**src/rtl/gsdl_defines.svh**
```systemverilog
// Constants for the gateway switch decode and status lamp block
`ifndef GSDL_DEFINES_SVH
`define GSDL_DEFINES_SVH

// ==========================================
// Timing
`define GSDL_CLK_HZ 100000000
`define GSDL_FLASH_HALF_MS 200
`define GSDL_USER_HALF_MS 1000
`define GSDL_WARN_TIME_S 60
`define GSDL_SETTLE_CYC 4'h4

// ==========================================
// Register byte addresses
`define GSDL_A_SEL 6'h00
`define GSDL_A_NODE 6'h04
`define GSDL_A_NVID 6'h08
`define GSDL_A_ERR 6'h0c
`define GSDL_A_WTIME 6'h10
`define GSDL_A_SCRIPT 6'h14
`define GSDL_A_CMD 6'h18
`define GSDL_A_LINK 6'h1c
`define GSDL_A_ISTAT 6'h20
`define GSDL_A_IMASK 6'h24

// ==========================================
// Selector codes and reset values
`define GSDL_CODE_UPDATE 8'hdd
`define GSDL_CODE_TEST 8'hee
`define GSDL_CODE_CONFIG 8'hff
`define GSDL_NVID_RST 8'h01
`define GSDL_WTIME_RST 8'h0a
`define GSDL_ERR_WARN_MIN 4'h6

// ==========================================
// Field positions
`define GSDL_ERR_USER 4
`define GSDL_SCR_ST_EN 0
`define GSDL_SCR_ST_LSB 1
`define GSDL_SCR_ER_EN 4
`define GSDL_SCR_ER_LSB 5
`define GSDL_LINK_HALT 0
`define GSDL_LINK_PC 1
`define GSDL_CMD_DONE 0
`define GSDL_IRQ_MODE 0
`define GSDL_IRQ_ERR 1
`define GSDL_IRQ_EXPIRE 2
`define GSDL_IRQ_SEL 3
`define GSDL_IRQ_W 4

`endif

```
**src/rtl/gsdl_pkg.sv**
```systemverilog
// Types shared by the switch decode and lamp logic
`default_nettype none
package gsdl_pkg;
   // Bicolour lamp drive
   typedef struct packed {
      logic red;
      logic green;
   } gsdl_lamp_t;

   // Two rotary selector nibbles, high first
   typedef struct packed {
      logic [3:0] hi;
      logic [3:0] lo;
   } gsdl_sel_t;

   // Operating mode, Gray coded
   typedef enum logic [1:0] {
      GSDL_NORMAL = 2'h0,
      GSDL_UPDATE = 2'h1,
      GSDL_TEST = 2'h3,
      GSDL_CONFIG = 2'h2
   } gsdl_mode_t;

   // Script choices for the state lamp
   typedef enum logic [2:0] {
      GSDL_SC_OFF = 3'h0,
      GSDL_SC_GREEN = 3'h1,
      GSDL_SC_GREEN_FL = 3'h2,
      GSDL_SC_GR_FL = 3'h3,
      GSDL_SC_RED = 3'h4,
      GSDL_SC_RED_FL = 3'h5
   } gsdl_script_st_t;
endpackage : gsdl_pkg
`default_nettype wire

```
**src/rtl/gsdl_blink.sv**
```systemverilog
// Free-running flash phase generator with half-period tick
`default_nettype none
module gsdl_blink #(
   parameter int P_HALF_CYC = 20000000
) (
   input wire logic i_clk,
   input wire logic i_rst_n,
   output logic o_phase,
   output logic o_tick
);
   // ==========================================
   // Elaboration check
   generate
      if (P_HALF_CYC < 1) begin : g_bad
         $error("gsdl_blink: half period below one cycle");
      end
   endgenerate

   logic [31:0] cnt_r; // Cycles into the half period

   // Half-period counter; tick marks each phase flip
   always_ff @(posedge i_clk or negedge i_rst_n) begin
      if (!i_rst_n) begin
         cnt_r <= 32'h0;
         o_phase <= 1'b0;
         o_tick <= 1'b0;
      end else if (cnt_r == 32'(P_HALF_CYC - 1)) begin
         cnt_r <= 32'h0;
         o_phase <= ~o_phase;
         o_tick <= 1'b1;
      end else begin
         cnt_r <= cnt_r + 32'h1;
         o_tick <= 1'b0;
      end
   end
endmodule : gsdl_blink
`default_nettype wire

```
**src/rtl/gsdl_top.sv**
```systemverilog
// Selector decode, node identity choice and front lamp drive
//
// Behaviour
// - Config/error: power lamp flashes red; test: green/red
// - Halted base, PC link: power lamp bright red
// - General error: state lamp steady red, number shown
// - Config/test: state lamp flashes red unless scripted or an error is shown
// - Error number shown binary on four lamps
// - Script may override state and error lamps
// - Selector byte: high nibble first, software readable
// - Sample selectors at power-up and after commands
// - EE selects test, FF selects config
// - Test/config mode held until reboot
// - DD selects extension firmware-update mode
// - Node identity and bit rate from DIP field
// - DIP node zero: use stored node identity
// - Stored identity may exceed DIP range
// - Stored identity resets to one
// - Warnings six to fifteen clear after a minute
// - User errors flash half hertz for set time
//
// Local design decisions: the placing of the registers and the Avalon-MM interface to the registers.
`include "gsdl_defines.svh"
`default_nettype none
module gsdl_top #(
   parameter int P_DIP_NODE_W = 6,
   parameter int P_DIP_RATE_W = 3,
   parameter int P_FLASH_HALF_CYC = `GSDL_FLASH_HALF_MS * (`GSDL_CLK_HZ / 1000),
   parameter int P_USER_HALF_CYC = `GSDL_USER_HALF_MS * (`GSDL_CLK_HZ / 1000),
   parameter int P_WARN_SEC = `GSDL_WARN_TIME_S
) (
   input wire logic i_clk,
   input wire logic i_reset_n,
   // Avalon-MM slave
   input wire logic [5:0] i_avs_address,
   input wire logic i_avs_read,
   input wire logic i_avs_write,
   input wire logic [31:0] i_avs_writedata,
   input wire logic [3:0] i_avs_byteenable,
   output logic [31:0] o_avs_readdata,
   output logic o_avs_waitrequest,
   // Operator switches (asynchronous pins)
   input wire logic [3:0] i_id_high_selector,
   input wire logic [3:0] i_id_low_selector,
   input wire logic [P_DIP_NODE_W-1:0] i_dip_node,
   input wire logic [P_DIP_RATE_W-1:0] i_dip_rate,
   // Lamps and results
   output gsdl_pkg::gsdl_lamp_t o_pwr_lamp,
   output gsdl_pkg::gsdl_lamp_t o_state_lamp,
   output logic [3:0] o_err_lamps,
   output logic [7:0] o_node_identity,
   output logic [P_DIP_RATE_W-1:0] o_bit_rate,
   output logic o_irq
);
   import gsdl_pkg::*;

   // ==========================================
   // Elaboration checks
   generate
      if (P_DIP_NODE_W < 1 || P_DIP_NODE_W > 7) begin : g_bad_node
         $error("gsdl_top: DIP node width must be 1..7");
      end
      if (P_DIP_RATE_W < 1 || P_DIP_RATE_W > 8) begin : g_bad_rate
         $error("gsdl_top: DIP rate width must be 1..8");
      end
      if (P_WARN_SEC < 1 || P_WARN_SEC > 255) begin : g_bad_warn
         $error("gsdl_top: warning time must be 1..255 seconds");
      end
   endgenerate

   // ==========================================
   // Reset release
   logic rst_meta_r; // First reset stage
   logic rst_n; // Synchronised reset

   // Assert at once, release after two edges
   always_ff @(posedge i_clk or negedge i_reset_n) begin
      if (!i_reset_n) begin
         rst_meta_r <= 1'b0;
         rst_n <= 1'b0;
      end else begin
         rst_meta_r <= 1'b1;
         rst_n <= rst_meta_r;
      end
   end

   // ==========================================
   // Pin synchronisers
   localparam int SW_W = 8 + P_DIP_NODE_W + P_DIP_RATE_W;
   logic [SW_W-1:0] sw_meta_r; // First stage, read only by second
   logic [SW_W-1:0] sw_sync_r; // Safe copy of all switch pins

   // Two flops before anything looks at a switch
   always_ff @(posedge i_clk or negedge rst_n) begin
      if (!rst_n) begin
         sw_meta_r <= '0;
         sw_sync_r <= '0;
      end else begin
         sw_meta_r <= {i_id_high_selector, i_id_low_selector, i_dip_node, i_dip_rate};
         sw_sync_r <= sw_meta_r;
      end
   end

   gsdl_sel_t sel_live; // Selector as seen now
   logic [P_DIP_NODE_W-1:0] dip_node_live;
   logic [P_DIP_RATE_W-1:0] dip_rate_live;
   assign {sel_live, dip_node_live, dip_rate_live} = sw_sync_r;

   // ==========================================
   // Flash timebases
   logic fast_ph; // 200 ms half period
   logic slow_ph; // One second half period, half hertz
   logic sec_tick; // Pulse once a second

   gsdl_blink #(.P_HALF_CYC(P_FLASH_HALF_CYC)) u_fast (
      .i_clk(i_clk),
      .i_rst_n(rst_n),
      .o_phase(fast_ph),
      .o_tick()
   );

   gsdl_blink #(.P_HALF_CYC(P_USER_HALF_CYC)) u_slow (
      .i_clk(i_clk),
      .i_rst_n(rst_n),
      .o_phase(slow_ph),
      .o_tick(sec_tick)
   );

   // ==========================================
   // Bus handshake
   logic wait_r; // Waitrequest, drops one cycle per access
   logic wr_go; // Write takes effect this edge
   logic rd_go; // Read completes this edge
   logic [31:0] rd_mux; // Read data selected now

   assign wr_go = i_avs_write & ~wait_r;
   assign rd_go = i_avs_read & ~wait_r;

   // Drop waitrequest for exactly one edge per request
   always_ff @(posedge i_clk or negedge rst_n) begin
      if (!rst_n) begin
         wait_r <= 1'b1;
      end else if ((i_avs_read | i_avs_write) && wait_r) begin
         wait_r <= 1'b0;
      end else begin
         wait_r <= 1'b1;
      end
   end

   // Byte-lane merge of a write
   function automatic logic [31:0] merge(input logic [31:0] old, input logic [31:0] wd, input logic [3:0] be);
      logic [31:0] res;
      for (int i = 0; i < 4; i++) begin
         res[i*8 +: 8] = be[i] ? wd[i*8 +: 8] : old[i*8 +: 8];
      end
      return res;
   endfunction : merge

   logic [31:0] wdata; // Write data with lanes applied over zero
   assign wdata = merge(32'h0, i_avs_writedata, i_avs_byteenable);

   // ==========================================
   // Software registers
   logic [7:0] nvid_r; // Stored node identity
   logic [7:0] wtime_r; // User error display time, seconds
   logic [31:0] script_r; // Script lamp overrides
   logic [1:0] link_r; // Base halted, PC link active
   logic [`GSDL_IRQ_W-1:0] imask_r; // Interrupt mask
   logic cmd_done; // Script command finished

   assign cmd_done = wr_go && i_avs_address == `GSDL_A_CMD && wdata[`GSDL_CMD_DONE];

   // Plain read/write registers
   always_ff @(posedge i_clk or negedge rst_n) begin
      if (!rst_n) begin
         nvid_r <= `GSDL_NVID_RST;
         wtime_r <= `GSDL_WTIME_RST;
         script_r <= 32'h0;
         link_r <= 2'h0;
         imask_r <= '0;
      end else if (wr_go) begin
         case (i_avs_address)
            `GSDL_A_NVID: nvid_r <= i_avs_byteenable[0] ? i_avs_writedata[7:0] : nvid_r;
            `GSDL_A_WTIME: wtime_r <= i_avs_byteenable[0] ? i_avs_writedata[7:0] : wtime_r;
            `GSDL_A_SCRIPT: script_r <= merge(script_r, i_avs_writedata, i_avs_byteenable);
            `GSDL_A_LINK: link_r <= i_avs_byteenable[0] ? i_avs_writedata[1:0] : link_r;
            `GSDL_A_IMASK: imask_r <= wdata[`GSDL_IRQ_W-1:0];
            default: begin
               // Read-only or unmapped: ignored
            end
         endcase
      end
   end

   // ==========================================
   // Selector sampling and mode
   logic [3:0] settle_r; // Cycles after reset before first sample
   logic boot_samp; // Power-up sample strobe
   logic samp; // Any sample strobe
   gsdl_sel_t sel_r; // Held selector byte
   gsdl_mode_t mode_r; // Operating mode
   gsdl_mode_t mode_nxt;

   assign boot_samp = settle_r == `GSDL_SETTLE_CYC - 4'h1;
   assign samp = boot_samp | cmd_done;

   // Wait for the synchronisers to fill before the first sample
   always_ff @(posedge i_clk or negedge rst_n) begin
      if (!rst_n) begin
         settle_r <= 4'h0;
      end else if (settle_r != `GSDL_SETTLE_CYC) begin
         settle_r <= settle_r + 4'h1;
      end
   end

   // Next mode from a fresh sample
   always_comb begin
      mode_nxt = mode_r;
      case (mode_r)
         GSDL_TEST, GSDL_CONFIG: mode_nxt = mode_r;
         GSDL_NORMAL, GSDL_UPDATE: begin
            if (samp) begin
               case (sel_live)
                  `GSDL_CODE_TEST: mode_nxt = GSDL_TEST;
                  `GSDL_CODE_CONFIG: mode_nxt = GSDL_CONFIG;
                  `GSDL_CODE_UPDATE: mode_nxt = GSDL_UPDATE;
                  default: mode_nxt = GSDL_NORMAL;
               endcase
            end
         end
         default: mode_nxt = GSDL_NORMAL;
      endcase
   end

   // Hold the sampled byte and mode
   always_ff @(posedge i_clk or negedge rst_n) begin
      if (!rst_n) begin
         sel_r <= '0;
         mode_r <= GSDL_NORMAL;
      end else begin
         mode_r <= mode_nxt;
         if (samp) begin
            sel_r <= sel_live;
         end
      end
   end

   // ==========================================
   // DIP capture and node identity
   logic [P_DIP_NODE_W-1:0] dip_node_r;
   logic [P_DIP_RATE_W-1:0] dip_rate_r;

   // Latch once; later switch moves are ignored until reset
   always_ff @(posedge i_clk or negedge rst_n) begin
      if (!rst_n) begin
         dip_node_r <= '0;
         dip_rate_r <= '0;
      end else if (boot_samp) begin
         dip_node_r <= dip_node_live;
         dip_rate_r <= dip_rate_live;
      end
   end

   // Zero on the DIP hands over to the stored value
   always_ff @(posedge i_clk or negedge rst_n) begin
      if (!rst_n) begin
         o_node_identity <= 8'h0;
         o_bit_rate <= '0;
      end else begin
         o_node_identity <= (dip_node_r == '0) ? nvid_r : 8'(dip_node_r);
         o_bit_rate <= dip_rate_r;
      end
   end

   // ==========================================
   // Error hold and expiry
   logic [3:0] err_num_r; // Active error number, zero for none
   logic err_user_r; // Error is user defined
   logic [7:0] err_sec_r; // Seconds since error raised
   logic err_set; // Software raises an error
   logic err_expire; // Display time over
   logic [7:0] err_limit;

   assign err_set = wr_go && i_avs_address == `GSDL_A_ERR && i_avs_byteenable[0];
   assign err_limit = err_user_r ? wtime_r : 8'(P_WARN_SEC);
   // Non-user errors 1..5 never expire; only a reset or a write removes them
   assign err_expire = err_num_r != 4'h0 && (err_user_r || err_num_r >= `GSDL_ERR_WARN_MIN)
      && sec_tick && err_sec_r + 8'h1 >= err_limit;

   // A new error restarts its display time
   always_ff @(posedge i_clk or negedge rst_n) begin
      if (!rst_n) begin
         err_num_r <= 4'h0;
         err_user_r <= 1'b0;
         err_sec_r <= 8'h0;
      end else if (err_set) begin
         err_num_r <= i_avs_writedata[3:0];
         err_user_r <= i_avs_writedata[`GSDL_ERR_USER];
         err_sec_r <= 8'h0;
      end else if (err_expire) begin
         err_num_r <= 4'h0;
         err_user_r <= 1'b0;
         err_sec_r <= 8'h0;
      end else if (sec_tick && err_num_r != 4'h0) begin
         err_sec_r <= err_sec_r + 8'h1;
      end
   end

   // ==========================================
   // Interrupts
   logic [`GSDL_IRQ_W-1:0] istat_r; // Sticky event bits
   logic [`GSDL_IRQ_W-1:0] ev; // Events this cycle
   logic [`GSDL_IRQ_W-1:0] rd_snap_r; // Status bits shown to the pending read

   always_comb begin
      ev = '0;
      ev[`GSDL_IRQ_MODE] = mode_nxt != mode_r;
      ev[`GSDL_IRQ_ERR] = err_set && i_avs_writedata[3:0] != 4'h0;
      ev[`GSDL_IRQ_EXPIRE] = err_expire;
      ev[`GSDL_IRQ_SEL] = samp && sel_live != sel_r;
   end

   // Read clears only what was reported, so a new event survives
   always_ff @(posedge i_clk or negedge rst_n) begin
      if (!rst_n) begin
         istat_r <= '0;
      end else if (rd_go && i_avs_address == `GSDL_A_ISTAT) begin
         istat_r <= (istat_r & ~rd_snap_r) | ev;
      end else begin
         istat_r <= istat_r | ev;
      end
   end

   // Level interrupt while an unmasked bit is set
   always_ff @(posedge i_clk or negedge rst_n) begin
      if (!rst_n) begin
         o_irq <= 1'b0;
      end else begin
         o_irq <= |(istat_r & imask_r);
      end
   end

   // ==========================================
   // Read data
   always_comb begin
      case (i_avs_address)
         `GSDL_A_SEL: rd_mux = {22'h0, mode_r, sel_r};
         `GSDL_A_NODE: rd_mux = {16'h0, 8'(dip_rate_r), o_node_identity};
         `GSDL_A_NVID: rd_mux = {24'h0, nvid_r};
         `GSDL_A_ERR: rd_mux = {27'h0, err_user_r, err_num_r};
         `GSDL_A_WTIME: rd_mux = {24'h0, wtime_r};
         `GSDL_A_SCRIPT: rd_mux = script_r;
         `GSDL_A_LINK: rd_mux = {30'h0, link_r};
         `GSDL_A_ISTAT: rd_mux = 32'(istat_r);
         `GSDL_A_IMASK: rd_mux = 32'(imask_r);
         default: rd_mux = 32'h0;
      endcase
   end

   // Capture at the request edge so data stand when waitrequest drops
   always_ff @(posedge i_clk or negedge rst_n) begin
      if (!rst_n) begin
         o_avs_readdata <= 32'h0;
         rd_snap_r <= '0;
      end else if (i_avs_read && wait_r) begin
         o_avs_readdata <= rd_mux;
         rd_snap_r <= istat_r;
      end
   end

   assign o_avs_waitrequest = wait_r;

   // ==========================================
   // Lamp drive
   gsdl_script_st_t sc_st; // Scripted state lamp choice
   logic sc_st_en; // Script owns state lamp
   logic sc_er_en; // Script owns error lamps
   logic err_on; // An error is displayed
   logic err_ph; // Flash phase for the error display

   assign sc_st = gsdl_script_st_t'(script_r[`GSDL_SCR_ST_LSB +: 3]);
   assign sc_st_en = script_r[`GSDL_SCR_ST_EN];
   assign sc_er_en = script_r[`GSDL_SCR_ER_EN];
   assign err_on = err_num_r != 4'h0;
   assign err_ph = err_user_r ? slow_ph : fast_ph;

   // Power lamp, halted base with PC link first
   always_ff @(posedge i_clk or negedge rst_n) begin
      if (!rst_n) begin
         o_pwr_lamp <= '0;
      end else if (link_r[`GSDL_LINK_HALT] && link_r[`GSDL_LINK_PC]) begin
         o_pwr_lamp <= '{red: 1'b1, green: 1'b0};
      end else if (mode_r == GSDL_TEST) begin
         o_pwr_lamp <= '{red: fast_ph, green: ~fast_ph};
      end else if (mode_r == GSDL_CONFIG || err_on) begin
         o_pwr_lamp <= '{red: fast_ph, green: 1'b0};
      end else begin
         o_pwr_lamp <= '{red: 1'b0, green: 1'b1};
      end
   end

   // State lamp, script override wins
   always_ff @(posedge i_clk or negedge rst_n) begin
      if (!rst_n) begin
         o_state_lamp <= '0;
      end else if (sc_st_en) begin
         case (sc_st)
            GSDL_SC_GREEN: o_state_lamp <= '{red: 1'b0, green: 1'b1};
            GSDL_SC_GREEN_FL: o_state_lamp <= '{red: 1'b0, green: fast_ph};
            GSDL_SC_GR_FL: o_state_lamp <= '{red: ~fast_ph, green: fast_ph};
            GSDL_SC_RED: o_state_lamp <= '{red: 1'b1, green: 1'b0};
            GSDL_SC_RED_FL: o_state_lamp <= '{red: fast_ph, green: 1'b0};
            default: o_state_lamp <= '0;
         endcase
      end else if (err_on && err_user_r) begin
         o_state_lamp <= '{red: slow_ph, green: 1'b0};
      end else if (err_on) begin
         o_state_lamp <= '{red: 1'b1, green: 1'b0};
      end else if (mode_r == GSDL_TEST || mode_r == GSDL_CONFIG) begin
         o_state_lamp <= '{red: fast_ph, green: 1'b0};
      end else begin
         o_state_lamp <= '0;
      end
   end

   // Error number lamps: weights 1, 2, 4, 8 on bits 0..3
   always_ff @(posedge i_clk or negedge rst_n) begin
      if (!rst_n) begin
         o_err_lamps <= 4'h0;
      end else if (sc_er_en) begin
         o_err_lamps <= script_r[`GSDL_SCR_ER_LSB +: 4];
      end else if (err_on && err_ph) begin
         o_err_lamps <= err_num_r;
      end else begin
         o_err_lamps <= 4'h0;
      end
   end
endmodule : gsdl_top
`default_nettype wire

```
**config.mk**
```make
export PLATFORM = sky130hd
export DESIGN_NAME = gsdl_top
export DESIGN_NICKNAME = d
export VERILOG_FILES = /design/src/rtl/gsdl_pkg.sv /design/src/rtl/gsdl_blink.sv /design/src/rtl/gsdl_top.sv
export VERILOG_INCLUDE_DIRS = /design/src /design/src/rtl
export SDC_FILE = /design/constraint.sdc
export NUM_CORES = 1
export LEC_CHECK = 0
export BUFFER_PORTS_ARGS = -buffer_cell sky130_fd_sc_hd__buf_2
export CORE_ASPECT_RATIO = 0.6
export CORE_MARGIN = 10
export CORE_UTILIZATION = 50
export CTS_BUF_LIST = sky130_fd_sc_hd__clkbuf_8
export DETAILED_ROUTE_END_ITERATION = 16
export PLACE_DENSITY = 0.8
export SLEW_MARGIN = 10
export SYNTH_ARGS = -nofsm -noshare
export SYNTH_HDL_FRONTEND = slang
export SYNTH_SLANG_ARGS = --single-unit
```
**constraint.sdc**
```tcl
create_clock -name i_clk -period 9.35 [get_ports i_clk]
set_clock_uncertainty 0.1 [all_clocks]
set_input_delay 1.87 -clock i_clk [delete_from_list [all_inputs] [get_ports i_clk]]
set_output_delay 1.87 -clock i_clk [all_outputs]
set_load 0.03 [all_outputs]
```
# Word-level counts from Yosys, hierarchy flattened
# Cells that the tools add are included.
# word_totals
reg_bits,254
in_bits,63
elab_cells,149
# classes
add_sub_neg,4
magnitude_cmp,2
eq_ne,26
mux,30
bitwise,12
reduce_logical,37
# op_table
operator,count
one-hot mux 32 bit (9 select lines),1
"adder 32 x 1 -> 32 bit, second input constant",2
two-way mux 32 bit,2
two-way mux 8 bit,5
"== test 32 x 25 -> 1 bit, second input constant",1
"== test 32 x 27 -> 1 bit, second input constant",1
"== test 6 x 5 -> 1 bit, second input constant",4
"== test 8 bit, second input constant",3
two-way mux 4 bit,6
AND reduction 3 bit,7
logical AND 1 bit,16
two-way mux 2 bit,8
"== test 6 x 4 -> 1 bit, second input constant",2
"== test 6 bit, second input constant",2
zero test 6 bit,2
one-hot mux 2 bit (5 select lines),1
"adder 8 x 1 -> 8 bit, second input constant",1
AND 4 bit,2
greater-or-equal comparator 8 bit,1
inequality test 8 bit,1
OR 4 bit,2
nonzero test 4 bit,2
"== test 3 x 2 -> 1 bit, second input constant",2
"== test 3 bit, second input constant",2
23 further kinds,35

# Longest topological paths before layout
# Gate-level depths: netlist (run 1).
# depth
word_depth,10
mapped_depth,10
ltp_nobuf,9

# Hierarchy
# Synthesis (run 1) repeated with hierarchy kept, for this count alone.
# hier_totals
cells_unflattened,973
hier_area_um2,11190.7
# by_module_without_submodules
module,n_inst,cells_per_inst,area_per_inst_um2,seq_area_each_um2
gsdl_top,1,635,7795.0,4684.5
gsdl_blink (u_slow),1,176,1716.6,850.8
gsdl_blink (u_fast),1,162,1679.1,850.8

# Worst setup path after synthesis (run 1)
# Ideal clock, no wire load.
# synth_path
path_kind,input-to-reg
from,input port i_avs_address[5]
to,register script_r[0]
setup_ns,0.125
arrival_time_ns,3.279
t_required_ns,9.125
setup_slack_ns,5.846
stages,5
n_path_buf,1
cell_sequence,or4b_4 > nor2_2 > and3_1 > buf_2 > mux2_2
# synth_via
elab_chain_len,2
# synth_rtl
element,line,text
"start, declared",gsdl_top.sv:35,"input wire logic [5:0] i_avs_address,"
== test 6 x 5 -> 1 bit,gsdl_top.sv:182,case (i_avs_address)
AND reduction 3 bit (no line),-,
"end signal, assigned",gsdl_top.sv:185,"`GSDL_A_SCRIPT: script_r <= merge(script_r, i_avs_writedata, i_avs_byteenable);"
"end, declared",gsdl_top.sv:166,logic [31:0] script_r;
# Every way passes these cells.
# A chain may end at the register's enable or synchronous reset.

# Worst setup path after layout (run 1)
# layout_path
from,input port i_avs_address[5]
to,register nvid_r[1]
# layout_via
elab_chain_len,2
# layout_rtl
element,line,text
== test 6 x 4 -> 1 bit,gsdl_top.sv:182,
AND reduction 3 bit (no line),-,
"end signal, assigned",gsdl_top.sv:176,nvid_r <= `GSDL_NVID_RST;
"end signal, assigned",gsdl_top.sv:183,`GSDL_A_NVID: nvid_r <= i_avs_byteenable[0] ? i_avs_writedata[7:0] : nvid_r;
"end, declared",gsdl_top.sv:164,logic [7:0] nvid_r;
# Every way passes these cells.

==> results.yml, run 1 <==
flow_run:
  maxCapViolCount: 0
logic_synthesis:
  synth_top_cells_by_count: "dfrtp_1 (250), nand2_1 (119), mux2_2 (72)"
  ys_warn_count: 0
  synth.most_common_cell: "dfrtp_1"
  ys_async_sr_fraction_pct: 100
  ys_seq_area_share_pct: 58.2
  synth_top_cell_by_area: "dfrtp_1"
  synth_ff_type: "dfrtp_1"
  syn_nets: 1021
  synth_edf_count: 0
  yosys.area.top_type_share_pct: 57.2
  syn_avg_cell_area_um2: 11.6
  synth-seq-cells: 254
  synthTopCellsByArea: "dfrtp_1 (57%), mux2_2 (7.4%), nand2_1 (4.1%)"
  ys_types: 75
  synth_cells: 945
  netlist_area_mm2: 0.0109
detailed_routing:
  routedWlPerCell_um: 19.6
  dr.first_iter.drc_count: 735
  final_antenna_net_count: 0
  dr.pass1.iters: 5
  routed_wl_um: 27100
  vias: 7937
  drc: 0
  viasPerCell: 5.75
setup_path:
  rrSetupSlack_ns: 6.48
  cp-start-kind: "input pin"
  crit_slowest_cell: "nor4_2"
  critical_path_class: "input pin to register"
  crit_fanout: 13
  worst_ep_arrival_time_ns: 4.28
  critPathMostFrequentCell: "and3_1"
  worstPathBufferInverterCount: 1
  reg2regPathDepth: 9
  crit_family: "simple AND/OR/NAND/NOR gates"
  slowest_delay_ns: 1.03
  path_cells: "buf_2 -> nor4_2 -> and3_1 -> and3_1 -> mux2_2"
  regToRegStartpoint: "err_sec_r[0]"
  critPathRequiredTime_ns: 9.64
  r2r-end: "err_num_r[1]"
  worstSetupEndpointType: "register"
layout:
  fin_area_mm2: 0.0125
  layoutNonFillerInstCount: 1380
  fillers: 1729
  area_growth_pct: 14.1
  fin_nets: 1148
  drive_gt1_share_pct: 24.6
timing:
  timing.final.ws_setup_ns: 5.36
  finalHoldViolCount: 0
  rsz0062_at_grt: "no"
  period_needed_ns: 3.99
  finalCritPeriodShare_pct: 42.6
  setup_viol: 0
  report.final.slew_viol_count: 0
  tns_ns: 0
  clock.fmax_mhz: 251
  slew_headroom_pct: 19.1
  worst_slew_pin_slew_ns: 1.20
global_route:
  grt_pass1_vias: 7587
  antenna_found_initial: 5
  grt_use_total_pct: 18.9
  grt_pass1_wl_um: 42900
  grt-ovfl-total: 0
  grt_max_degree: 84
placed_design:
  placed_cells: 1312
  port_buffers: 115
  place_congestion: 0.946
  dp_hpwl_um: 19600
  place_worst_setup_slack_ns: 4.98
  placed_area_mm2: 0.0118
pwr:
  sequentialPowerShare_pct: 54.1
  pwr-share-clk_pct: 39.1
  ir_drop_v: 0.0000987
  p_int_mw: 1.62
  p_comb_share_pct: 6.8
  finalPower_mw: 2.15
  netSwitchingFraction_pct: 24.9
  p_leak_nw: 5.93
  power_density_mw_per_mm2: 173
  p_sw_mw: 0.535
floorplanning:
  die_w_um: 211
  io_pins: 116
  coreArea_mm2: 0.0212
  placementRows: 41
  die_h_um: 135
  die-area_mm2: 0.0284
  initial_core_util_pct: 51.5
clock_network:
  cts_tree: "built"
  clkSinkCount: 254
  clk_pin_slew_ns: 0.06
  cts_root_buffer: "clkbuf_8"
  worst_skew_pair.late_latency_ns: 0.52
  htreeDepth: 2
  postCtsSetupRepairBufs: 0
  post_cts_resized: 0
  cts_hold_buf: 0
  cts_buffers: 37
  cts_buffer_depth: 3
hold_path:
  hp-class: "register to async pin"
run_status:
  status: "complete, no violations"
-- stage by stage --
step / util (%) / hold WS, ns
4_1_cts: 58.7 / 0.103
3_3_place_gp: 55.4 / 0.105
6_report: 58.7 / 0.0976
3_5_place_dp: 55.4 / 0.107
2_1_floorplan: - / 0.231
5_1_grt: 58.7 / 0.123
-- sequential cells by signal, summed over array words and instances, names as in the netlist, 6 cells and up --
name / cells
sel_r: 8
dip_node_r: 6
u_slow.cnt_r: 32
nvid_r: 8
sw_meta_r: 17
wtime_r: 8
script_r: 32
sw_sync_r: 17
o_node_identity: 8
u_fast.cnt_r: 32
o_avs_readdata: 32
err_sec_r: 8
-- worst max-delay path by stage --
stage	startpoint	endpoint	slack [ns]	cells past startpoint
floorplan	rst_n	dip_node_r[0]	1.65	0
global placement	i_avs_address[5]	nvid_r[6]	5.06	5
detailed placement	i_avs_address[5]	nvid_r[5]	4.98	5
CTS	i_avs_address[5]	nvid_r[1]	5.53	5
global route	i_avs_address[5]	nvid_r[1]	5.29	5
finish	i_avs_address[5]	nvid_r[1]	5.36	5
-- layout make-up --
| type | instances | area [um^2] | share of cell area [%] |
|---|---|---|---|
| clock buffers | 44 | 606 | 4.86 |
| inverters | 15 | 56.3 | 0.451 |
| clock inverters | 21 | 90.1 | 0.722 |
| diodes | 3 | 7.51 | 0.0602 |
| well taps | 279 | 349 | 2.80 |
| flip-flops and latches | 254 | 6360 | 51.0 |
| repair buffers | 121 | 621 | 4.98 |
| multi-input cells | 643 | 4380 | 35.1 |
-- cells in the final DEF, fill, tap and decap left out, drive strengths merged, types with 5 or more instances in the layout --
cell type / netlist / layout
a21o: 11 / 11
a21oi: 23 / 23
a22o: 6 / 6
a22oi: 5 / 5
and2: 5 / 5
and3: 20 / 20
and4: 6 / 6
buf: 16 / 121
clkbuf: 17 / 44
dfrtp: 250 / 250
ha: 13 / 13
inv: 15 / 31
mux2: 73 / 73
mux2i: 8 / 8
nand2: 122 / 122
nand2b: 5 / 5
nand3: 40 / 40
nand4: 22 / 22
nor2: 47 / 47
nor2b: 9 / 9
nor3: 25 / 25
nor4: 11 / 11
o21ai: 54 / 54
xnor2: 48 / 48
xor2: 29 / 29
-- per-layer routing --
metal / vias to the layer above / part of all wire [%] / global-route usage, %
met5: - / 0.10 / 0
met4: 4 / 1.7 / 4.73
met3: 48 / 13 / 7.21
met2: 385 / 39 / 24.5
met1: 3888 / 46 / 28.4
li1: 3612 / - / -
-- kinds of logic after synthesis --
family | after synthesis | synth area share, %
mux | 83 | 8.66
xor+xnor | 77 | 6.17
buf+inv | 48 | 1.90
flops | 254 | 58.2
simple gates | 337 | 15.9
fa+ha+maj | 13 | 1.49
compound gates | 132 | 7.63
other cells | 1 | 0.0343
-- power groups by stage --
stage                     Combinational [mW]  Clock [mW]  Sequential [mW]
after global routing                   0.162       0.914             1.17
after global placement                 0.142           0             1.18
final                                  0.146       0.842             1.16
after floorplan                       0.0780           0             1.19
after CTS                              0.147       0.862             1.16
after detailed placement               0.146           0             1.18
Note: power is estimated with default switching activity, not from simulation.
==> run 2, diff against run 1 <==
--- a/config.mk
+++ b/config.mk
@@ -12,7 +12,7 @@
 export CORE_UTILIZATION = 50
 export CTS_BUF_LIST = sky130_fd_sc_hd__clkbuf_8
 export DETAILED_ROUTE_END_ITERATION = 16
-export PLACE_DENSITY = 0.8
+export PLACE_DENSITY = 0.82
 export SLEW_MARGIN = 10
 export SYNTH_ARGS = -nofsm -noshare
 export SYNTH_HDL_FRONTEND = slang
==> constraint.sdc (replaced) <==
create_clock -name i_clk -period 3.3 [get_ports i_clk]
set_clock_uncertainty 0.1 [all_clocks]
set_input_delay 0.66 -clock i_clk [delete_from_list [all_inputs] [get_ports i_clk]]
set_output_delay 0.66 -clock i_clk [all_outputs]
set_load 0.03 [all_outputs]
==> run 2 against run 1 <==
Hold slack improved by 0.020 ns. Critical path depth rose by 4. Combinational power rose to 2.9 times the previous value. Core utilization rose by 1.2 points. Clock power rose to 3.3 times the previous value. Sequential power rose to 2.9 times the previous value. Die area did not move. Non-clock buffer count rose by 9. Critical path type is now register to register.
==> results.yml, run 2 (synthesized netlist as in run 1, its figures left out) <==
run_status:
  status: "complete, no violations"
setup_path:
  critical_path_class: "register to register"
  worst_ep_arrival_time_ns: 3.09
  crit_path_start: "err_sec_r[0]"
  critPathRequiredTime_ns: 3.60
  regToRegStartpoint: "err_sec_r[0]"
  worstSetupEndpointType: "register"
  cp-start-kind: "register"
  crit_fanout: 14
pwr:
  p_int_mw: 4.97
  p_leak_nw: 6.04
  pwr-share-clk_pct: 43.0
  sequentialPowerShare_pct: 50.5
  p_sw_mw: 1.58
  ir_drop_v: 0.000325
  netSwitchingFraction_pct: 24.1
  p_comb_share_pct: 6.5
  power_density_mw_per_mm2: 515
layout:
  fin_nets: 1158
  area_growth_pct: 16.3
  drive_gt1_share_pct: 25.7
  layout_commonest_cell: "dfrtp_1"
  multi_input_area_mm2: 0.00438
  final_util_pct: 59.9
  layout_common_cells: "dfrtp_1 (249), nand2_1 (118), buf_2 (115)"
  fillers: 1725
  layoutNonFillerInstCount: 1391
  regArea_mm2: 0.00636
global_route:
  grt-busiest-layer: "met1"
  grt_util_met1_pct: 27.6
  grt_pass1_wl_um: 43400
  grtUsageMet3_pct: 7.37
  met2_usage_pct: 25.9
  grt_use_total_pct: 19.1
  grt_pass1_vias: 7948
  grt-ovfl-total: 0
  antenna_found_initial: 3
  grt_max_degree: 65
detailed_routing:
  routed_wl_um: 27000
  drc: 0
  dr.pass1.iters: 6
  viasPerCell: 5.73
  dr.first_iter.drc_count: 855
  final_antenna_net_count: 0
  routedWlPerCell_um: 19.4
  vias: 7969
hold_path:
  hp-class: "input pin to register"
  worstHoldStart: "i_dip_rate[2]"
timing:
  setup_viol: 0
  rsz0062_at_grt: "no"
  clock.fmax_mhz: 358
  report.final.slew_viol_count: 0
  tns_ns: 0
  period_needed_ns: 2.79
  slew_headroom_pct: 47.5
  finalCritPeriodShare_pct: 84.6
  worst_slew_pin_slew_ns: 0.782
  finalHoldViolCount: 0
clock_network:
  cts_root_buffer: "clkbuf_8"
  worst_skew_pair.late_latency_ns: 0.55
  cts_buffer_depth: 3
  htreeDepth: 2
  clk_pin_slew_ns: 0.07
  cts_buffers: 38
  postCtsSetupRepairBufs: 0
  cts_tree: "built"
  clkSinkCount: 254
floorplanning:
  die-area_mm2: 0.0284
  io_pins: 116
  coreArea_mm2: 0.0212
  placementRows: 41
  initial_core_util_pct: 51.5
  die_w_um: 211
  die_h_um: 135
placed_design:
  dp_hpwl_um: 19700
  place_congestion: 0.924
  port_buffers: 115
  placed_cells: 1320
flow_run:
  maxCapViolCount: 0
-- run 2: changes by cell type in the layout (fill, tap and decap cells not counted) --
cell	previous run	this run
buf_12	0	3
inv_1	31	27
bufinv_16	0	4
inv_6	0	1
buf_4	6	11
dlygate4sd3_1	0	1
clkbuf_8	44	46
diode_2	3	2
-- run 2: layer usage --
layer | wire length (um) | part of all wire, % | vias up
li1 | - | - | 3631
met1 | 12400 | 46 | 3904
met4 | 580 | 2.2 | 2
met5 | 13 | 0.048 | -
met3 | 3090 | 11 | 56
met2 | 10900 | 41 | 376
-- run 2: area by class of cell --
class | count | share of cell area, %
Antenna cell | 2 | 0.0394
Tap cell | 279 | 2.74
Clock buffer | 46 | 4.98
Inverter | 15 | 0.443
Timing Repair Buffer | 130 | 5.73
Clock inverter | 22 | 1.60
Multi-Input combinational cell | 643 | 34.4
Sequential cell | 254 | 50.0
-- run 2: final timing paths --
check | end | slack (ns) | cells after the start
worst min-delay path | sw_meta_r[2] | 0.12 | 1
max in group asynchronous | o_avs_waitrequest | 2.04 | 1
min in group asynchronous | o_avs_readdata[3] | 0.26 | 0
worst max-delay path | err_num_r[0] | 0.51 | 9
worst min register to register | sw_sync_r[1] | 0.24 | 0
worst max register to register | err_num_r[0] | 0.51 | 9
-- run 2: worst max-delay path, stage by stage (launching register included) --
cell	delay, ns
dfrtp_1	0.44
ha_1	0.26
nand3_1	0.15
or2_2	0.34
xnor2_1	0.13
ha_1	0.27
nand2_1	0.06
nor4_1	0.28
o211a_1	0.45
o21ai_0	0.16
-- run 2: what timing repair did --
action,4_1_cts,5_1_grt
hold buffers,1,0
hold endpoints to repair,2,0
resized for setup,0,0
-- run 2: metrics by stage --
stage	total power, mW	instance area, um^2	worst slack, ns	hold slack [ns]
floorplan	3.60	10900	0.651	0.231
global route	6.83	12700	0.259	0.0850
CTS	6.61	12700	0.505	0.101
finish	6.54	12700	0.509	0.118
detailed placement	3.78	11900	0.511	0.236
global placement	3.77	11900	0.601	0.232
-- run 2: power groups by stage --
| stage | clock, mW | sequential, mW | combinational [mW] |
|---|---|---|---|
| after global placement | 0 | 3.36 | 0.413 |
| after floorplan | 0 | 3.38 | 0.221 |
| after detailed placement | 0 | 3.36 | 0.423 |
| after global routing | 3.04 | 3.32 | 0.470 |
| after CTS | 2.88 | 3.30 | 0.426 |
| final | 2.81 | 3.31 | 0.425 |
==> run 3, diff against run 2 <==
--- a/config.mk
+++ b/config.mk
@@ -12,7 +12,7 @@
 export CORE_UTILIZATION = 50
 export CTS_BUF_LIST = sky130_fd_sc_hd__clkbuf_8
 export DETAILED_ROUTE_END_ITERATION = 16
-export PLACE_DENSITY = 0.82
+export PLACE_DENSITY = 0.8
 export SLEW_MARGIN = 10
 export SYNTH_ARGS = -nofsm -noshare
 export SYNTH_HDL_FRONTEND = slang
==> constraint.sdc (replaced) <==
create_clock -name i_clk -period 2.9 [get_ports i_clk]
set_clock_uncertainty 0.1 [all_clocks]
set_input_delay 0.58 -clock i_clk [delete_from_list [all_inputs] [get_ports i_clk]]
set_output_delay 0.58 -clock i_clk [all_outputs]
set_load 0.03 [all_outputs]
==> run 3 against run 2 <==
Core utilization barely moved. Fmax rose by 5.2%. Global-route usage barely moved. Combinational power rose by 18%. Critical path depth rose by 1. Total power rose by 11%. Cell count rose by 0.36%. Critical endpoint is now err_sec_r[1]. Largest cell class unchanged.
==> results.yml, run 3 (synthesized netlist as in run 1, its figures left out) <==
run_status:
  status: "complete, no violations"
pwr:
  p_comb_share_pct: 6.9
  p_int_mw: 5.48
  pwr-share-clk_pct: 41.4
  p_leak_nw: 6.06
  power_density_mw_per_mm2: 571
  ir_drop_v: 0.000446
  sequentialPowerShare_pct: 51.7
  p_sw_mw: 1.78
  netSwitchingFraction_pct: 24.5
setup_path:
  worstPathBufferInverterCount: 1
  worst_ep_arrival_time_ns: 2.93
  crit_slowest_cell: "dfrtp_1"
  crit_fanout: 8
  crit_path_start: "err_sec_r[0]"
  worstSetupEndpointType: "register"
  crit_family: "simple AND/OR/NAND/NOR gates"
  critPathRequiredTime_ns: 3.18
  slowest_delay_ns: 0.44
  cp-start-kind: "register"
  regToRegStartpoint: "err_sec_r[0]"
  path_cells: "ha_2 -> nand3_1 -> or2_2 -> xnor2_1 -> ha_1 -> nand2_1 -> nor4_1 -> o211a_1 -> buf_4 -> nor3_1"
  critical_path_class: "register to register"
layout:
  drive_gt1_share_pct: 26.3
  layoutNonFillerInstCount: 1396
  layout_common_cells: "dfrtp_1 (249), nand2_1 (118), buf_2 (115)"
  layout_commonest_cell: "dfrtp_1"
  antenna_cells: 0
  area_growth_pct: 16.4
  fin_nets: 1164
floorplanning:
  initial_core_util_pct: 51.5
  die_w_um: 211
  die-area_mm2: 0.0284
  placementRows: 41
  coreArea_mm2: 0.0212
  io_pins: 116
  die_h_um: 135
global_route:
  grt-ovfl-total: 0
  grt_pass1_vias: 7951
  grt_use_total_pct: 19.2
  grt_max_degree: 67
  antenna_found_initial: 0
  grt_pass1_wl_um: 43800
clock_network:
  clkSinkCount: 254
  cts_buffer_depth: 3
  cts_tree: "built"
  cts_root_buffer: "clkbuf_8"
  clk_pin_slew_ns: 0.07
  htreeDepth: 2
  cts_buffers: 38
  worst_skew_pair.late_latency_ns: 0.53
detailed_routing:
  routed_wl_um: 27200
  dr.first_iter.drc_count: 728
  drc: 0
  dr.pass1.iters: 5
  routedWlPerCell_um: 19.5
  met1_length_um: 12600
  met2_length_um: 10900
  viasPerCell: 5.73
  route.met3.wl_um: 3250
  vias: 7995
  final_antenna_net_count: 0
  top_layer: "met4"
placed_design:
  dp_hpwl_um: 19800
  place_congestion: 0.915
  port_buffers: 115
  placed_cells: 1324
timing:
  tns_ns: 0
  clock.fmax_mhz: 377
  worst_slew_pin_slew_ns: 0.801
  slew_headroom_pct: 46.2
  setup_viol: 0
  finalHoldViolCount: 0
  report.final.slew_viol_count: 0
  finalCritPeriodShare_pct: 91.5
  rsz0062_at_grt: "no"
  period_needed_ns: 2.65
hold_path:
  worstHoldStart: "i_dip_node[5]"
  hp-class: "input pin to register"
flow_run:
  maxCapViolCount: 0
## run 3: path summary, 6_finish.rpt
| kind | to | slack (ns) | depth (start not counted) |
|---|---|---|---|
| worst max-delay path | err_sec_r[1] | 0.25 | 10 |
| worst min-delay path | sw_meta_r[8] | 0.06 | 1 |
| worst max register to register | err_sec_r[1] | 0.25 | 10 |
| worst min register to register | script_r[7] | 0.15 | 0 |
| max in group asynchronous | sel_r[7] | 1.66 | 1 |
| min in group asynchronous | script_r[7] | 0.15 | 0 |
## run 3: final cells by class
class	instances	area, um^2
clock buffers	53	729
clock inverters	16	70.1
fillers	1721	8520
inverters	15	56.3
multi-input cells	643	4380
flip-flops and latches	254	6360
well taps	279	349
repair buffers	136	773
## run 3: metal layers
metal,vias to the layer above,track usage (%)
met1,3913,28.0
met3,46,7.09
met2,403,26.0
met5,-,0
met4,0,4.97
li1,3633,-
## run 3: what timing repair did
| item | in CTS | in global routing |
|---|---|---|
| endpoints found under the setup margin | 0 | 8 |
| hold buffers | 1 | 0 |
| endpoints found under the hold margin | 2 | 0 |
| buffers inserted | 0 | 2 |
| resized for setup | 0 | 1 |
## run 3: stage by stage
step / hold WS [ns] / cell area (um^2) / util (%) / setup WS (ns) / power [mW]
floorplan: 0.184 / 10900 / - / 0.251 / 4.10
global placement: 0.167 / 11900 / 56.0 / 0.268 / 4.29
detailed placement: 0.172 / 11900 / 56.0 / 0.194 / 4.31
CTS: 0.0347 / 12700 / 59.8 / 0.172 / 7.34
global route: 0.0302 / 12700 / 59.9 / 0.00786 / 7.57
finish: 0.0576 / 12700 / 59.9 / 0.246 / 7.26
## run 3: power by group through the flow
stage	Sequential, mW	Combinational, mW	Clock [mW]
after floorplan	3.85	0.252	0
after global placement	3.81	0.480	0
after detailed placement	3.82	0.496	0
after CTS	3.75	0.500	3.08
after global routing	3.77	0.558	3.25
final	3.75	0.500	3.00
